==> src/cag_regs.svh <==
`ifndef CAG_REGS_SVH
`define CAG_REGS_SVH

// Fixed address windows and constants
`define CAG_SHORT_CALL_BASE   16'h0800
`define CAG_VTAB_BASE         16'h0040
`define CAG_VTAB_LAST         16'h007f
`define CAG_SADDR_PAGE        8'hfe
`define CAG_SADDR_SFR_LIMIT   8'h20
`define CAG_SFR_PAGE          8'hff
`define CAG_SFR_GAP_LO        8'hd0
`define CAG_SFR_GAP_HI        8'hdf
`define CAG_SADDR_RAM_LO      16'hfe20
`define CAG_SADDR_RAM_HI      16'hfeff
`define CAG_SADDR_SFR_HI      16'hff1f
`define CAG_PC_RESET          16'h0000
`define CAG_REG_X             3'h0
`define CAG_REG_A             3'h1
`define CAG_REG_C             3'h2
`define CAG_REG_B             3'h3
`define CAG_PAIR_AX           2'h0
`define CAG_PAIR_DE           2'h2
`define CAG_PAIR_HL           2'h3

`endif

==> src/cag_pkg.sv <==
package cag_pkg;

	// Program counter update modes
	typedef enum logic [5:0]
	{
		CAG_PC_HOLD   = 6'h01,
		CAG_PC_SEQ    = 6'h02,
		CAG_PC_REL    = 6'h04,
		CAG_PC_ABS    = 6'h08,
		CAG_PC_SHORT  = 6'h10,
		CAG_PC_REGJMP = 6'h20
	} cag_pc_mode_e;

	// Operand addressing modes
	typedef enum logic [3:0]
	{
		CAG_OP_NONE   = 4'h0,
		CAG_OP_DIRECT = 4'h1,
		CAG_OP_SADDR  = 4'h2,
		CAG_OP_SFR    = 4'h3,
		CAG_OP_IND    = 4'h4,
		CAG_OP_BASED  = 4'h5,
		CAG_OP_BIDX   = 4'h6
	} cag_op_mode_e;

	// Implied-register instruction kinds
	typedef enum logic [2:0]
	{
		CAG_IMP_NONE = 3'h0,
		CAG_IMP_MUL  = 3'h1,
		CAG_IMP_DIV  = 3'h2,
		CAG_IMP_ADJ  = 3'h3,
		CAG_IMP_ROT  = 3'h4
	} cag_imp_e;

	// Vector table walk states
	typedef enum logic [2:0]
	{
		CAG_VT_IDLE = 3'b001,
		CAG_VT_LOW  = 3'b010,
		CAG_VT_HIGH = 3'b100
	} cag_vt_state_e;

	// Decoded request from the instruction decoder
	typedef struct packed
	{
		cag_pc_mode_e pc_mode;
		logic [2:0]   inst_len;
		logic [7:0]   imm8;
		logic [15:0]  imm16;
		logic         vtab_call;
		logic [7:0]   opcode;
		cag_op_mode_e op_mode;
		logic [1:0]   pair_code;
		logic [2:0]   reg_code;
		logic         word_op;
		logic         idx_use_b;
		cag_imp_e     implied;
	} cag_req_s;

	// Operand address result
	typedef struct packed
	{
		logic        valid;
		logic [15:0] addr;
		logic        misaligned;
		logic        in_ram;
		logic        in_sfr;
	} cag_opaddr_s;

	// Register select result
	typedef struct packed
	{
		logic [4:0] reg_index;
		logic [3:0] pair_index;
		logic [4:0] implied_src;
		logic [3:0] implied_dst;
	} cag_regsel_s;

endpackage

==> src/cag_addr_gen.sv <==
`timescale 1ns/1ps
`include "cag_regs.svh"

// Overview of operation
// [RULE1]: Sequential PC advances by instruction byte length
// [RULE2]: Relative target: sign-extended displacement plus next
// [RULE3]: Short branch and conditionals use relative form
// [RULE4]: Absolute call/branch load full 16-bit immediate
// [RULE5]: Short-window call reaches 0800H to 0FFFH only
// [RULE6]: Table call indexes vector table by bits 1-5
// [RULE7]: Register branch loads accumulator pair into PC
// [RULE8]: Multiply implies A and X, product to pair
// [RULE9]: Divide uses pair; adjust, rotate use A
// [RULE10]: Bank flags plus 3-bit code pick register
// [RULE11]: Codes map X,A,C,B,E,D,L,H and AX..HL
// [RULE12]: Direct addressing uses 16-bit immediate
// [RULE13]: Short direct bit 8 set below 20H
// [RULE14]: Short window splits RAM and special registers
// [RULE15]: Word short direct operands even only
// [RULE16]: Special-register address is FF page plus immediate
// [RULE17]: Word special registers at even addresses only
// [RULE18]: Indirect uses DE or HL of bank
// [RULE19]: Based: HL plus zero-extended offset, no carry
// [RULE20]: Based indexed: HL plus B or C
// [RULE21]: Short call target is 0800H plus immediate
// [RULE22]: Vector entries are words, low byte first
module cag_addr_gen
(
	// Clock and reset
	input  wire logic                 clk_in,
	input  wire logic                 rst_in,
	// Decoder request
	input  wire logic                 req_valid_in,
	input  wire cag_pkg::cag_req_s    req_in,
	// Bank flags
	input  wire logic                 bank_select_low_in,
	input  wire logic                 bank_select_high_in,
	// Register bank read data
	input  wire logic [15:0]          accumulator_pair_in,
	input  wire logic [15:0]          pointer_pair_two_in,
	input  wire logic [15:0]          base_pointer_pair_in,
	input  wire logic [7:0]           reg_b_in,
	input  wire logic [7:0]           reg_c_in,
	// Memory read bus for vector table
	input  wire logic                 mem_rdata_valid_in,
	input  wire logic [7:0]           mem_rdata_in,
	// Program counter
	output logic [15:0]               program_counter_out,
	output logic                      busy_out,
	// Vector table memory request
	output logic                      mem_rd_out,
	output logic [15:0]               mem_addr_out,
	// Operand address
	output cag_pkg::cag_opaddr_s      opaddr_out,
	// Register selection
	output cag_pkg::cag_regsel_s      regsel_out
);

	logic [15:0]             program_counter;
	logic [15:0]             next_program_counter;
	cag_pkg::cag_vt_state_e  vt_state;
	cag_pkg::cag_vt_state_e  next_vt_state;
	logic [7:0]              vt_low;
	logic [15:0]             vt_addr;
	logic                    mem_rd;
	logic                    busy;
	cag_pkg::cag_opaddr_s    opaddr;
	cag_pkg::cag_regsel_s    regsel;

	wire logic [15:0]        seq_pc;
	wire logic [15:0]        rel_pc;
	wire logic [15:0]        short_pc;
	wire logic [15:0]        vt_entry;
	wire logic [4:0]         reg_index;
	wire logic [3:0]         pair_index;
	wire logic [3:0]         ptr_index;
	wire logic [4:0]         acc_index;
	wire logic [4:0]         x_index;
	wire logic [3:0]         ax_index;
	wire logic [1:0]         ptr_code;
	wire logic [15:0]        ptr_value;
	wire logic [7:0]         idx_value;
	wire cag_pkg::cag_opaddr_s opaddr_comb;
	wire logic               take;
	wire logic               vt_start;
	logic [4:0]              implied_src;
	logic [3:0]              implied_dst;

	// Address of the following instruction
	assign seq_pc   = 16'(program_counter + {13'h0000, req_in.inst_len});                   // [RULE1]
	// Displacement bit 7 replicated into the upper byte
	assign rel_pc   = 16'(seq_pc + {{8{req_in.imm8[7]}}, req_in.imm8});                      // [RULE2]
	// Only 11 bits kept, so the target can never leave the window
	assign short_pc = `CAG_SHORT_CALL_BASE | {5'h00, req_in.imm16[10:0]};                    // [RULE5] [RULE21]
	// Entry word sits at base plus twice the opcode field
	assign vt_entry = `CAG_VTAB_BASE | {10'h000, req_in.opcode[5:1], 1'b0};                  // [RULE6] [RULE22]
	assign take     = req_valid_in && (vt_state == cag_pkg::CAG_VT_IDLE);
	assign vt_start = take && req_in.vtab_call;

	// Pointer is DE when the pair code names DE, otherwise HL
	assign ptr_code  = (req_in.pair_code == `CAG_PAIR_DE) ? `CAG_PAIR_DE : `CAG_PAIR_HL;     // [RULE18]
	assign ptr_value = (ptr_code == `CAG_PAIR_DE) ? pointer_pair_two_in : base_pointer_pair_in;
	assign idx_value = req_in.idx_use_b ? reg_b_in : reg_c_in;                                // [RULE20]

	cag_bank_select u_bank
	(
		.bank_select_low_in  (bank_select_low_in),
		.bank_select_high_in (bank_select_high_in),
		.reg_code_in         (req_in.reg_code),
		.pair_code_in        (req_in.pair_code),
		.ptr_code_in         (ptr_code),
		.reg_index_out       (reg_index),
		.pair_index_out      (pair_index),
		.ptr_index_out       (ptr_index),
		.acc_index_out       (acc_index),
		.x_index_out         (x_index),
		.acc_pair_index_out  (ax_index)
	);

	cag_opaddr u_opaddr
	(
		.mode_in  (req_in.op_mode),
		.imm8_in  (req_in.imm8),
		.imm16_in (req_in.imm16),
		.word_in  (req_in.word_op),
		.ptr_in   (ptr_value),
		.base_in  (base_pointer_pair_in),
		.index_in (idx_value),
		.res_out  (opaddr_comb)
	);

	// Implied operands: src carries the byte register, dst the pair
	always_comb
	begin
		implied_src = 5'h00;
		implied_dst = 4'h0;
		case (req_in.implied)
			cag_pkg::CAG_IMP_MUL:
			begin
				implied_src = x_index;                                                      // [RULE8]
				implied_dst = ax_index;                                                     // [RULE8]
			end
			cag_pkg::CAG_IMP_DIV:  implied_dst = ax_index;                                  // [RULE9]
			cag_pkg::CAG_IMP_ADJ:  implied_src = acc_index;                                 // [RULE9]
			cag_pkg::CAG_IMP_ROT:  implied_src = acc_index;                                 // [RULE9]
			default:               implied_src = 5'h00;
		endcase
	end

	// Program counter selection
	always_comb
	begin
		next_program_counter = program_counter;
		if (take && !req_in.vtab_call)
		begin
			case (req_in.pc_mode)
				cag_pkg::CAG_PC_HOLD:   next_program_counter = program_counter;
				cag_pkg::CAG_PC_SEQ:    next_program_counter = seq_pc;                      // [RULE1]
				cag_pkg::CAG_PC_REL:    next_program_counter = rel_pc;                      // [RULE3]
				cag_pkg::CAG_PC_ABS:    next_program_counter = req_in.imm16;                // [RULE4]
				cag_pkg::CAG_PC_SHORT:  next_program_counter = short_pc;                    // [RULE21]
				cag_pkg::CAG_PC_REGJMP: next_program_counter = accumulator_pair_in;         // [RULE7]
				default:                next_program_counter = program_counter;
			endcase
		end
		else if ((vt_state == cag_pkg::CAG_VT_HIGH) && mem_rdata_valid_in)
		begin
			next_program_counter = {mem_rdata_in, vt_low};                                  // [RULE22]
		end
	end

	// Vector fetch walk: low byte, then high byte
	always_comb
	begin
		next_vt_state = vt_state;
		case (vt_state)
			cag_pkg::CAG_VT_IDLE: if (vt_start) next_vt_state = cag_pkg::CAG_VT_LOW;
			cag_pkg::CAG_VT_LOW:  if (mem_rdata_valid_in) next_vt_state = cag_pkg::CAG_VT_HIGH;
			cag_pkg::CAG_VT_HIGH: if (mem_rdata_valid_in) next_vt_state = cag_pkg::CAG_VT_IDLE;
			default:              next_vt_state = cag_pkg::CAG_VT_IDLE;
		endcase
	end

	// Register selection bundle
	always_comb
	begin
		regsel.reg_index   = reg_index;                                                     // [RULE10] [RULE11]
		regsel.pair_index  = pair_index;                                                    // [RULE11]
		regsel.implied_src = implied_src;
		regsel.implied_dst = implied_dst;
		opaddr             = opaddr_comb;
		if (req_in.op_mode == cag_pkg::CAG_OP_IND || req_in.op_mode == cag_pkg::CAG_OP_BASED
			|| req_in.op_mode == cag_pkg::CAG_OP_BIDX)
		begin
			regsel.pair_index = ptr_index;                                                  // [RULE18]
		end
	end

	// Program counter and vector walk registers
	always_ff @(posedge clk_in)
	begin
		if (rst_in)
		begin
			program_counter <= `CAG_PC_RESET;
			vt_state        <= cag_pkg::CAG_VT_IDLE;
			vt_low          <= 8'h00;
			vt_addr         <= 16'h0000;
			mem_rd          <= 1'b0;
			busy            <= 1'b0;
		end
		else
		begin
			program_counter <= next_program_counter;
			vt_state        <= next_vt_state;
			busy            <= (next_vt_state != cag_pkg::CAG_VT_IDLE); // Registered so the pin has no decode glitch
			if (vt_start)
			begin
				vt_addr <= vt_entry;
				mem_rd  <= 1'b1;
			end
			else if (vt_state == cag_pkg::CAG_VT_LOW && mem_rdata_valid_in)
			begin
				vt_low  <= mem_rdata_in;                                                    // [RULE22]
				vt_addr <= 16'(vt_addr + 16'h0001);
				mem_rd  <= 1'b1;
			end
			else if (vt_state == cag_pkg::CAG_VT_HIGH && mem_rdata_valid_in)
			begin
				mem_rd <= 1'b0;
			end
		end
	end

	// Registered copies of the combinational results
	always_ff @(posedge clk_in)
	begin
		if (rst_in)
		begin
			opaddr_out <= '0;
			regsel_out <= '0;
		end
		else if (take)
		begin
			opaddr_out <= opaddr;
			regsel_out <= regsel;
		end
		else
		begin
			opaddr_out.valid <= 1'b0;
		end
	end

	assign program_counter_out = program_counter;
	assign mem_addr_out        = vt_addr;
	assign mem_rd_out          = mem_rd;
	assign busy_out            = busy;

endmodule // cag_addr_gen

==> src/cag_bank_select.sv <==
`timescale 1ns/1ps
`include "cag_regs.svh"

// Maps bank flags plus opcode codes to flat register-file indices
module cag_bank_select
(
	// Bank flags
	input  wire logic       bank_select_low_in,
	input  wire logic       bank_select_high_in,
	// Codes
	input  wire logic [2:0] reg_code_in,
	input  wire logic [1:0] pair_code_in,
	input  wire logic [1:0] ptr_code_in,
	// Results
	output logic [4:0]      reg_index_out,
	output logic [3:0]      pair_index_out,
	output logic [3:0]      ptr_index_out,
	output logic [4:0]      acc_index_out,
	output logic [4:0]      x_index_out,
	output logic [3:0]      acc_pair_index_out
);

	wire logic [1:0] bank;

	// Byte code order X,A,C,B,E,D,L,H is the flat order inside a bank
	assign bank               = {bank_select_high_in, bank_select_low_in};
	assign reg_index_out      = {bank, reg_code_in};
	assign pair_index_out     = {bank, pair_code_in};
	assign ptr_index_out      = {bank, ptr_code_in};
	assign acc_index_out      = {bank, `CAG_REG_A};
	assign x_index_out        = {bank, `CAG_REG_X};
	assign acc_pair_index_out = {bank, `CAG_PAIR_AX};

endmodule // cag_bank_select

==> src/cag_opaddr.sv <==
`timescale 1ns/1ps
`include "cag_regs.svh"

// Combinational operand address former
module cag_opaddr
(
	// Request
	input  wire cag_pkg::cag_op_mode_e mode_in,
	input  wire logic [7:0]            imm8_in,
	input  wire logic [15:0]           imm16_in,
	input  wire logic                  word_in,
	// Register values
	input  wire logic [15:0]           ptr_in,
	input  wire logic [15:0]           base_in,
	input  wire logic [7:0]            index_in,
	// Result
	output cag_pkg::cag_opaddr_s       res_out
);

	wire logic [15:0] saddr;
	wire logic [15:0] sfr;
	wire logic [15:0] based;
	wire logic [15:0] bidx;
	wire logic        sfr_gap;
	wire logic        op_valid;
	wire logic        misaligned;
	wire logic        in_ram;
	wire logic        in_sfr;
	logic [15:0]      addr;

	// Bit 8 set only for immediates below the SFR split
	assign saddr   = {7'h7f, (imm8_in < `CAG_SADDR_SFR_LIMIT), imm8_in};                  // [RULE13]
	assign sfr     = {`CAG_SFR_PAGE, imm8_in};                                             // [RULE16]
	assign sfr_gap = (imm8_in >= `CAG_SFR_GAP_LO) && (imm8_in <= `CAG_SFR_GAP_HI);           // [RULE16]
	// Carry out of bit 15 simply falls off the 16-bit sum
	assign based   = 16'(base_in + {8'h00, imm8_in});                                      // [RULE19]
	assign bidx    = 16'(base_in + {8'h00, index_in});                                     // [RULE20]

	always_comb
	begin
		case (mode_in)
			cag_pkg::CAG_OP_DIRECT: addr = imm16_in;                                         // [RULE12]
			cag_pkg::CAG_OP_SADDR:  addr = saddr;
			cag_pkg::CAG_OP_SFR:    addr = sfr;
			cag_pkg::CAG_OP_IND:    addr = ptr_in;                                           // [RULE18]
			cag_pkg::CAG_OP_BASED:  addr = based;
			cag_pkg::CAG_OP_BIDX:   addr = bidx;
			default:                addr = 16'h0000;
		endcase
	end

	assign op_valid   = (mode_in != cag_pkg::CAG_OP_NONE);
	// Word forms only at even addresses; SFR gap is also flagged
	assign misaligned = ((mode_in == cag_pkg::CAG_OP_SADDR) && word_in && imm8_in[0])   // [RULE15]
		|| ((mode_in == cag_pkg::CAG_OP_SFR) && (word_in && imm8_in[0] || sfr_gap));         // [RULE17]
	assign in_ram     = (mode_in == cag_pkg::CAG_OP_SADDR) && (addr <= `CAG_SADDR_RAM_HI); // [RULE14]
	assign in_sfr     = (mode_in == cag_pkg::CAG_OP_SADDR) && (addr > `CAG_SADDR_RAM_HI);  // [RULE14]
	// One driver for the whole bundle, fields in the struct's order
	assign res_out    = {op_valid, addr, misaligned, in_ram, in_sfr};

endmodule // cag_opaddr

==> config.mk <==
export PLATFORM = sky130hd
export DESIGN_NAME = cag_addr_gen
export DESIGN_NICKNAME = d
export VERILOG_FILES = /design/src/cag_pkg.sv /design/src/cag_addr_gen.sv /design/src/cag_bank_select.sv /design/src/cag_opaddr.sv
export VERILOG_INCLUDE_DIRS = /design/src
export SDC_FILE = /design/constraint.sdc
export NUM_CORES = 1
export LEC_CHECK = 0
export BUFFER_PORTS_ARGS = -buffer_cell sky130_fd_sc_hd__buf_2
export CORE_AREA = 4 4 130 95
export CTS_CLUSTER_SIZE = 28
export DETAILED_ROUTE_END_ITERATION = 7
export DIE_AREA = 0 0 134 99
export PLACE_DENSITY = 0.94
export SYNTH_ARGS = -nofsm -noshare
export SYNTH_HDL_FRONTEND = slang
export SYNTH_SLANG_ARGS = --single-unit
==> constraint.sdc <==
create_clock -name clk_in -period 7.2 [get_ports clk_in]
set_input_delay 2.16 -clock clk_in [delete_from_list [all_inputs] [get_ports clk_in]]
set_output_delay 2.16 -clock clk_in [all_outputs]
set_load 0.01 [all_outputs]
* After elaboration in Yosys (flattened, before gate mapping)
Index checks and enable logic that the tools add are counted.
Operators by class: add/sub/neg operators 5, order comparisons 5, equality and inequality tests 22, multiplexer cells 19, bitwise gates (word level) 2, reduce and logical (&&, ||, !) cells 27
Operator list (count):
- 16-bit one-hot mux with 6 select lines | 1
- 16-bit one-hot mux with 5 select lines | 1
- 16-bit 2-to-1 mux | 3
- 16-bit by 8-bit adder with 16-bit output | 2
- 16-bit by 1-bit adder with 16-bit output (second input constant) | 1
- 16-bit adder | 1
- 16-bit by 3-bit adder with 16-bit output | 1
- 16-bit greater-than comparator (second input constant) | 1
- 16-bit less-or-equal comparator (second input constant) | 1
- 7-bit 2-to-1 mux | 2
- 4-bit by 3-bit == test with 1-bit output (second input constant) | 3
- 1-bit logical AND | 12
- 5-bit one-hot mux with 2 select lines | 1
- 3-bit by 2-bit == test with 1-bit output (second input constant) | 3
- 3-bit 2-to-1 mux | 3
- 3-bit one-hot mux with 3 select lines | 1
- 4-bit by 2-bit == test with 1-bit output (second input constant) | 2
- 8-bit greater-or-equal comparator (second input constant) | 1
- 8-bit less-or-equal comparator (second input constant) | 1
- 8-bit by 6-bit less-than comparator with 1-bit output (second input constant) | 1
- 8-bit 2-to-1 mux | 1
- 2-bit OR reduction | 4
- 3-bit by 1-bit == test with 1-bit output (second input constant) | 2
- 3-bit == test (second input constant) | 2
- 19 further kinds | 29
Storage, ports and cells: flip-flop bits (word level) 83, input port bits 134, output and inout bits 72, word-level logic and storage cells 96

* Logic depth before layout (Yosys ltp)
word-level depth 7, mapped depth 16, gate-level depth less buffers 15

* By module
Synthesis repeated with hierarchy kept, for this count alone.
Second synthesis, totals: cell total of the unflattened synthesis 896, area, all modules 6950.4 um^2
Modules (own cells, without submodules):
- cag_addr_gen | instances 1, cells an instance 683, area an instance 5445.2 um^2, seq. area each 1661.6 um^2
- cag_opaddr | instances 1, cells an instance 184, area an instance 1295.0 um^2, seq. area each 0.0 um^2
- cag_bank_select | instances 1, cells an instance 29, area an instance 210.2 um^2, seq. area each 0.0 um^2

* Worst setup path after synthesis
No wires, ideal clock.
kind in2reg, from in req_in[11] in the netlist's numbering, to reg opaddr_out[1] in the netlist's numbering, setup time 0.117 ns, data arrival time 5.221 ns, data required time 7.083 ns, path slack 1.862 ns, stages 15, path buffers 3, path through buf_2 > buf_1 > nand2b_1 > nor2_1 > clkbuf_1 > a21oi_1 > ha_1 > a211oi_1 > o211ai_1 > a21oi_2 > o21a_1 > o21ai_1 > a2111oi_2 > and4b_1 > o21ai_1
On the way: longest elaborated chain between the ends 4, elaborated cells between the ends (all ways) 9, classes of those cells order compare: 1; eq/ne: 6; mux: 1; reduce/logical: 1
RTL lines:
- start, declared | line cag_addr_gen.sv:34 | input wire cag_pkg::cag_req_s req_in,
- 4-bit by 3-bit == test with 1-bit output, or another cell as far along | line cag_opaddr.sv:41 | case (mode_in)
- 16-bit one-hot mux with 6 select lines | line cag_opaddr.sv:41
- 16-bit less-or-equal comparator (no source line)
- 1-bit logical AND * | line cag_opaddr.sv:56 | assign in_ram = (mode_in == cag_pkg::CAG_OP_SADDR) && (addr <= `CAG_SADDR_RAM_HI);
- end signal, assigned | line cag_addr_gen.sv:244 | opaddr_out <= opaddr;
- end, declared | line cag_addr_gen.sv:54 | output cag_pkg::cag_opaddr_s opaddr_out,
Mark *: on every way between the ends. The rest lies on a longest branch, timed or not. A chain may end at the register's enable or synchronous reset.

* Worst setup path after layout
from in req_in[47] in the netlist's numbering, to reg program_counter[15], in the netlist program_counter_out[15]
On the way: longest elaborated chain between the ends 4
RTL lines:
- 16-bit by 3-bit adder with 16-bit output * | line cag_addr_gen.sv:90 | assign seq_pc = 16'(program_counter + {13'h0000, req_in.inst_len});
- 16-bit adder | line cag_addr_gen.sv:92 | assign rel_pc = 16'(seq_pc + {{8{req_in.imm8[7]}}, req_in.imm8});
- 16-bit one-hot mux with 5 select lines * | line cag_addr_gen.sv:156 | case (req_in.pc_mode)
- 16-bit 2-to-1 mux * | line cag_addr_gen.sv:154 | if (take && !req_in.vtab_call)
- end signal, assigned | line cag_addr_gen.sv:204 | program_counter <= `CAG_PC_RESET;
- end signal, assigned | line cag_addr_gen.sv:213 | program_counter <= next_program_counter;
- end, declared | line cag_addr_gen.sv:59 | logic [15:0] program_counter;
Marked as above.

==> results.sh <==
export IMPL_setup_tns_ns=0
export IMPL_post_cts_buffers=0
export IMPL_drv_cap=0
export IMPL_dp_hpwl_um=15700
export IMPL_reg2reg_slack_ns=3.39
export IMPL_clockRootBuffer="clkbuf_16"
export IMPL_fp_dieW_um=134
export IMPL_reg2reg_depth=14
export IMPL_htree_levels=3
export IMPL_postCtsHoldBufs=0
export IMPL_overflow=0
export IMPL_hp_start="regsel_out[8]"
export IMPL_fin_nets=1115
export IMPL_fmax_mhz=188
export IMPL_wl_um=20000
export IMPL_cp_common_cell="a21oi_1"
export IMPL_period_share=0.739
export IMPL_io_buffer_count=198
export IMPL_endpoint_kind="flop"
export IMPL_ys_warn_count=0
export IMPL_async_flop_share=0
export IMPL_drc=6
export IMPL_critical_path_max_stage_delay_ns=0.57
export IMPL_startpoint_type="input pin"
export IMPL_die_area_um2=13300
export IMPL_synth_edf_count=0
export IMPL_path_cells="buf_2, ha_1, fa_1, a21oi_1, nor3b_1, nand2_1, xnor2_1, ha_1, a21oi_1, nor2_1, a211oi_2, a31oi_1, xnor2_1, a21oi_1, a2111oi_2"
export IMPL_grt_pass1_wl_um=31900
export IMPL_clk_pin_slew_ns=0.07
export IMPL_rsz0062_at_grt="no"
export IMPL_vias_per_cell=6.05
export IMPL_power_density_nw_per_um2=162
export IMPL_cts_buffers=9
export IMPL_synthCells=785
export IMPL_fin_cells=1108
export IMPL_syn_area_per_cell_um2=7.65
export IMPL_wl_per_cell_um=18.1
export IMPL_setup_viol=0
export IMPL_grt_pass1_vias=6349
export IMPL_r2r_end="program_counter_out[15]"
export IMPL_initial_core_util=0.549
export IMPL_pin_count=206
export IMPL_cts_tree="yes"
export IMPL_grt_antenna_before_repair=0
export IMPL_status="finished with violations"
export IMPL_cts_sinks=77
export IMPL_clk_path_buf_depth=2
export IMPL_hold_violations=0
export IMPL_hold_class="reg2reg"
export IMPL_worst_path_buf_inv=1
export IMPL_power_leakage_uw=0.00312
export IMPL_cts_resized_gates=0
export IMPL_r2r_start="program_counter_out[0]"
export IMPL_n_fill_cell=948
export IMPL_die_y_um=99
export IMPL_first_iter_violations=521
export IMPL_violations="DRC"
export IMPL_worst_pin_slew_ns=1.11
export IMPL_core_um2=10900
export IMPL_arrival_ns=5.55
export IMPL_crit_required_ns=7.42
export IMPL_ys_types=77
export IMPL_grt_max_degree=42
export IMPL_layout_common_cells="198 x buf_2, 87 x a21oi_1, 84 x nor2_1, 84 x nand2_1, 77 x dfxtp_1"
export IMPL_min_path_cells=2
export IMPL_final_max_slew_viol_count=0
export IMPL_grt_util_all_layers=0.294
export IMPL_n_antenna_cell=0
export IMPL_cp_max_fo=4
export IMPL_dp_cells=1092
export IMPL_whs_endpoint="regsel_out[8]"
export IMPL_peakVddDrop_uv=160
export IMPL_vias=6706
export IMPL_worstSetupPathType="in2reg"
export IMPL_final_common_cell="buf_2"
export IMPL_slew_headroom=0.255
export IMPL_seq_area_frac_synth=0.257
export IMPL_ys_flop_type="dfxtp_1"
export IMPL_cp_top_family="compound AO/OA/AOI/OAI gates"
export IMPL_ant_nets=0
export IMPL_critPathSlowestCell="nor3b_1"
export IMPL_drive_above_1_share=0.254
export IMPL_area_growth_pct=21.2
export IMPL_finalClockSkew_ns=0.00896
export IMPL_final_core_util=0.666
export IMPL_post_route_min_period_ns=5.32
export IMPL_rows=32
export IMPL_gp_congestion=0.997
export IMPL_syn_area_um2=6000
export IMPL_ys_ff_latch=77
export IMPL_dr_pass1_iters=8
export IMPL_insertion_delay_ns=0.33
-- worst max-delay path by stage --
| stage | startpoint | endpoint | slack [ns] | cells after the start |
|---|---|---|---|---|
| final | req_in[47] | program_counter_out[15] | 1.88 | 15 |
| after global routing | req_in[47] | program_counter_out[12] | 1.53 | 16 |
| after CTS | req_in[47] | program_counter_out[15] | 2.02 | 15 |
| after detailed placement | req_in[47] | program_counter_out[15] | 1.70 | 15 |
| after floorplan | req_in[11] | opaddr_out[1] | 1.86 | 15 |
| after global placement | req_in[47] | program_counter_out[15] | 1.72 | 15 |
-- cell type report --
| class | instances | area (µm²) | share of cell area |
|---|---|---|---|
| Clock inverter | 7 | 86.3 | 0.0119 |
| Multi-Input combinational cell | 645 | 4150 | 0.570 |
| Timing Repair Buffer | 203 | 1030 | 0.141 |
| Inverter | 14 | 52.6 | 0.00722 |
| Sequential cell | 77 | 1540 | 0.212 |
| Clock buffer | 9 | 225 | 0.0309 |
| Tap cell | 153 | 191 | 0.0263 |
-- kinds of logic (layout without fill, tap and decap cells) --
family	after synthesis	after routing	synth area share
adder cells (fa/ha/maj)	31	31	0.0684
buffers and inverters	66	233	0.0540
AND/OR/NAND/NOR	285	285	0.232
multiplexers	27	27	0.0456
other	1	4	0.000625
AO/OA/AOI/OAI	247	247	0.269
flip-flops	77	77	0.257
XOR/XNOR	51	51	0.0744
-- worst register-to-register path, cell delays in order, from the launching register on --
cell       delay [ns]
dfxtp_1          0.37
ha_1             0.23
fa_1             0.23
a21oi_1          0.11
nor3b_1          0.57
nand2_1          0.15
xnor2_1          0.27
ha_1             0.34
a21oi_1          0.26
nor2_1           0.09
a211oi_2         0.26
a31oi_1          0.18
xnor2_1          0.20
a21oi_1          0.10
a2111oi_2        0.35
-- synth_stat cells (10+ instances only) --
cell type / instances / share of area
o211ai_1: 13 / 0.016
a21oi_1: 87 / 0.073
dfxtp_1: 77 / 0.26
nand3_1: 26 / 0.022
buf_2: 13 / 0.011
xor2_1: 20 / 0.029
a211oi_1: 18 / 0.023
and3_1: 10 / 0.010
clkbuf_1: 22 / 0.014
ha_1: 28 / 0.058
nand2b_1: 11 / 0.011
nor2_1: 84 / 0.053
xnor2_1: 31 / 0.045
inv_1: 13 / 0.0081
o21ai_0: 33 / 0.028
nor3_1: 19 / 0.016
buf_4: 12 / 0.015
nand2_1: 84 / 0.053
a22oi_1: 18 / 0.023
mux2i_1: 24 / 0.040
-- metrics by stage --
stage | cell area, µm² | setup WS [ns] | hold WS, ns | power (µW)
after detailed placement | 6970 | 1.70 | 0.443 | 712
after floorplan | 6010 | 1.86 | 0.436 | 618
after CTS | 7280 | 2.02 | 0.451 | 1180
after global routing | 7280 | 1.53 | 0.468 | 1230
final | 7280 | 1.88 | 0.448 | 1180
after global placement | 6970 | 1.72 | 0.438 | 708
-- power by group --
part,internal [µW],switching (µW),leakage [µW]
clock network,277,195,0.000151
registers,437,9.02,0.000624
logic,107,156,0.00235
total,821,360,0.00312
-- sequential cells by signal (all words and copies together), names as in the netlist --
signal,cells
mem_addr_out,16
program_counter_out,16
busy_out,1
opaddr_out,20
vt_state,3
mem_rd_out,1
regsel_out,12
vt_low,8
-- routing by layer --
layer  share of wire  GRT usage
met5               0          0
met4           0.025     0.0822
met3            0.12     0.0816
met2            0.44      0.468
met1            0.41      0.393
No activity file was read; power rests on OpenSTA's default activity.
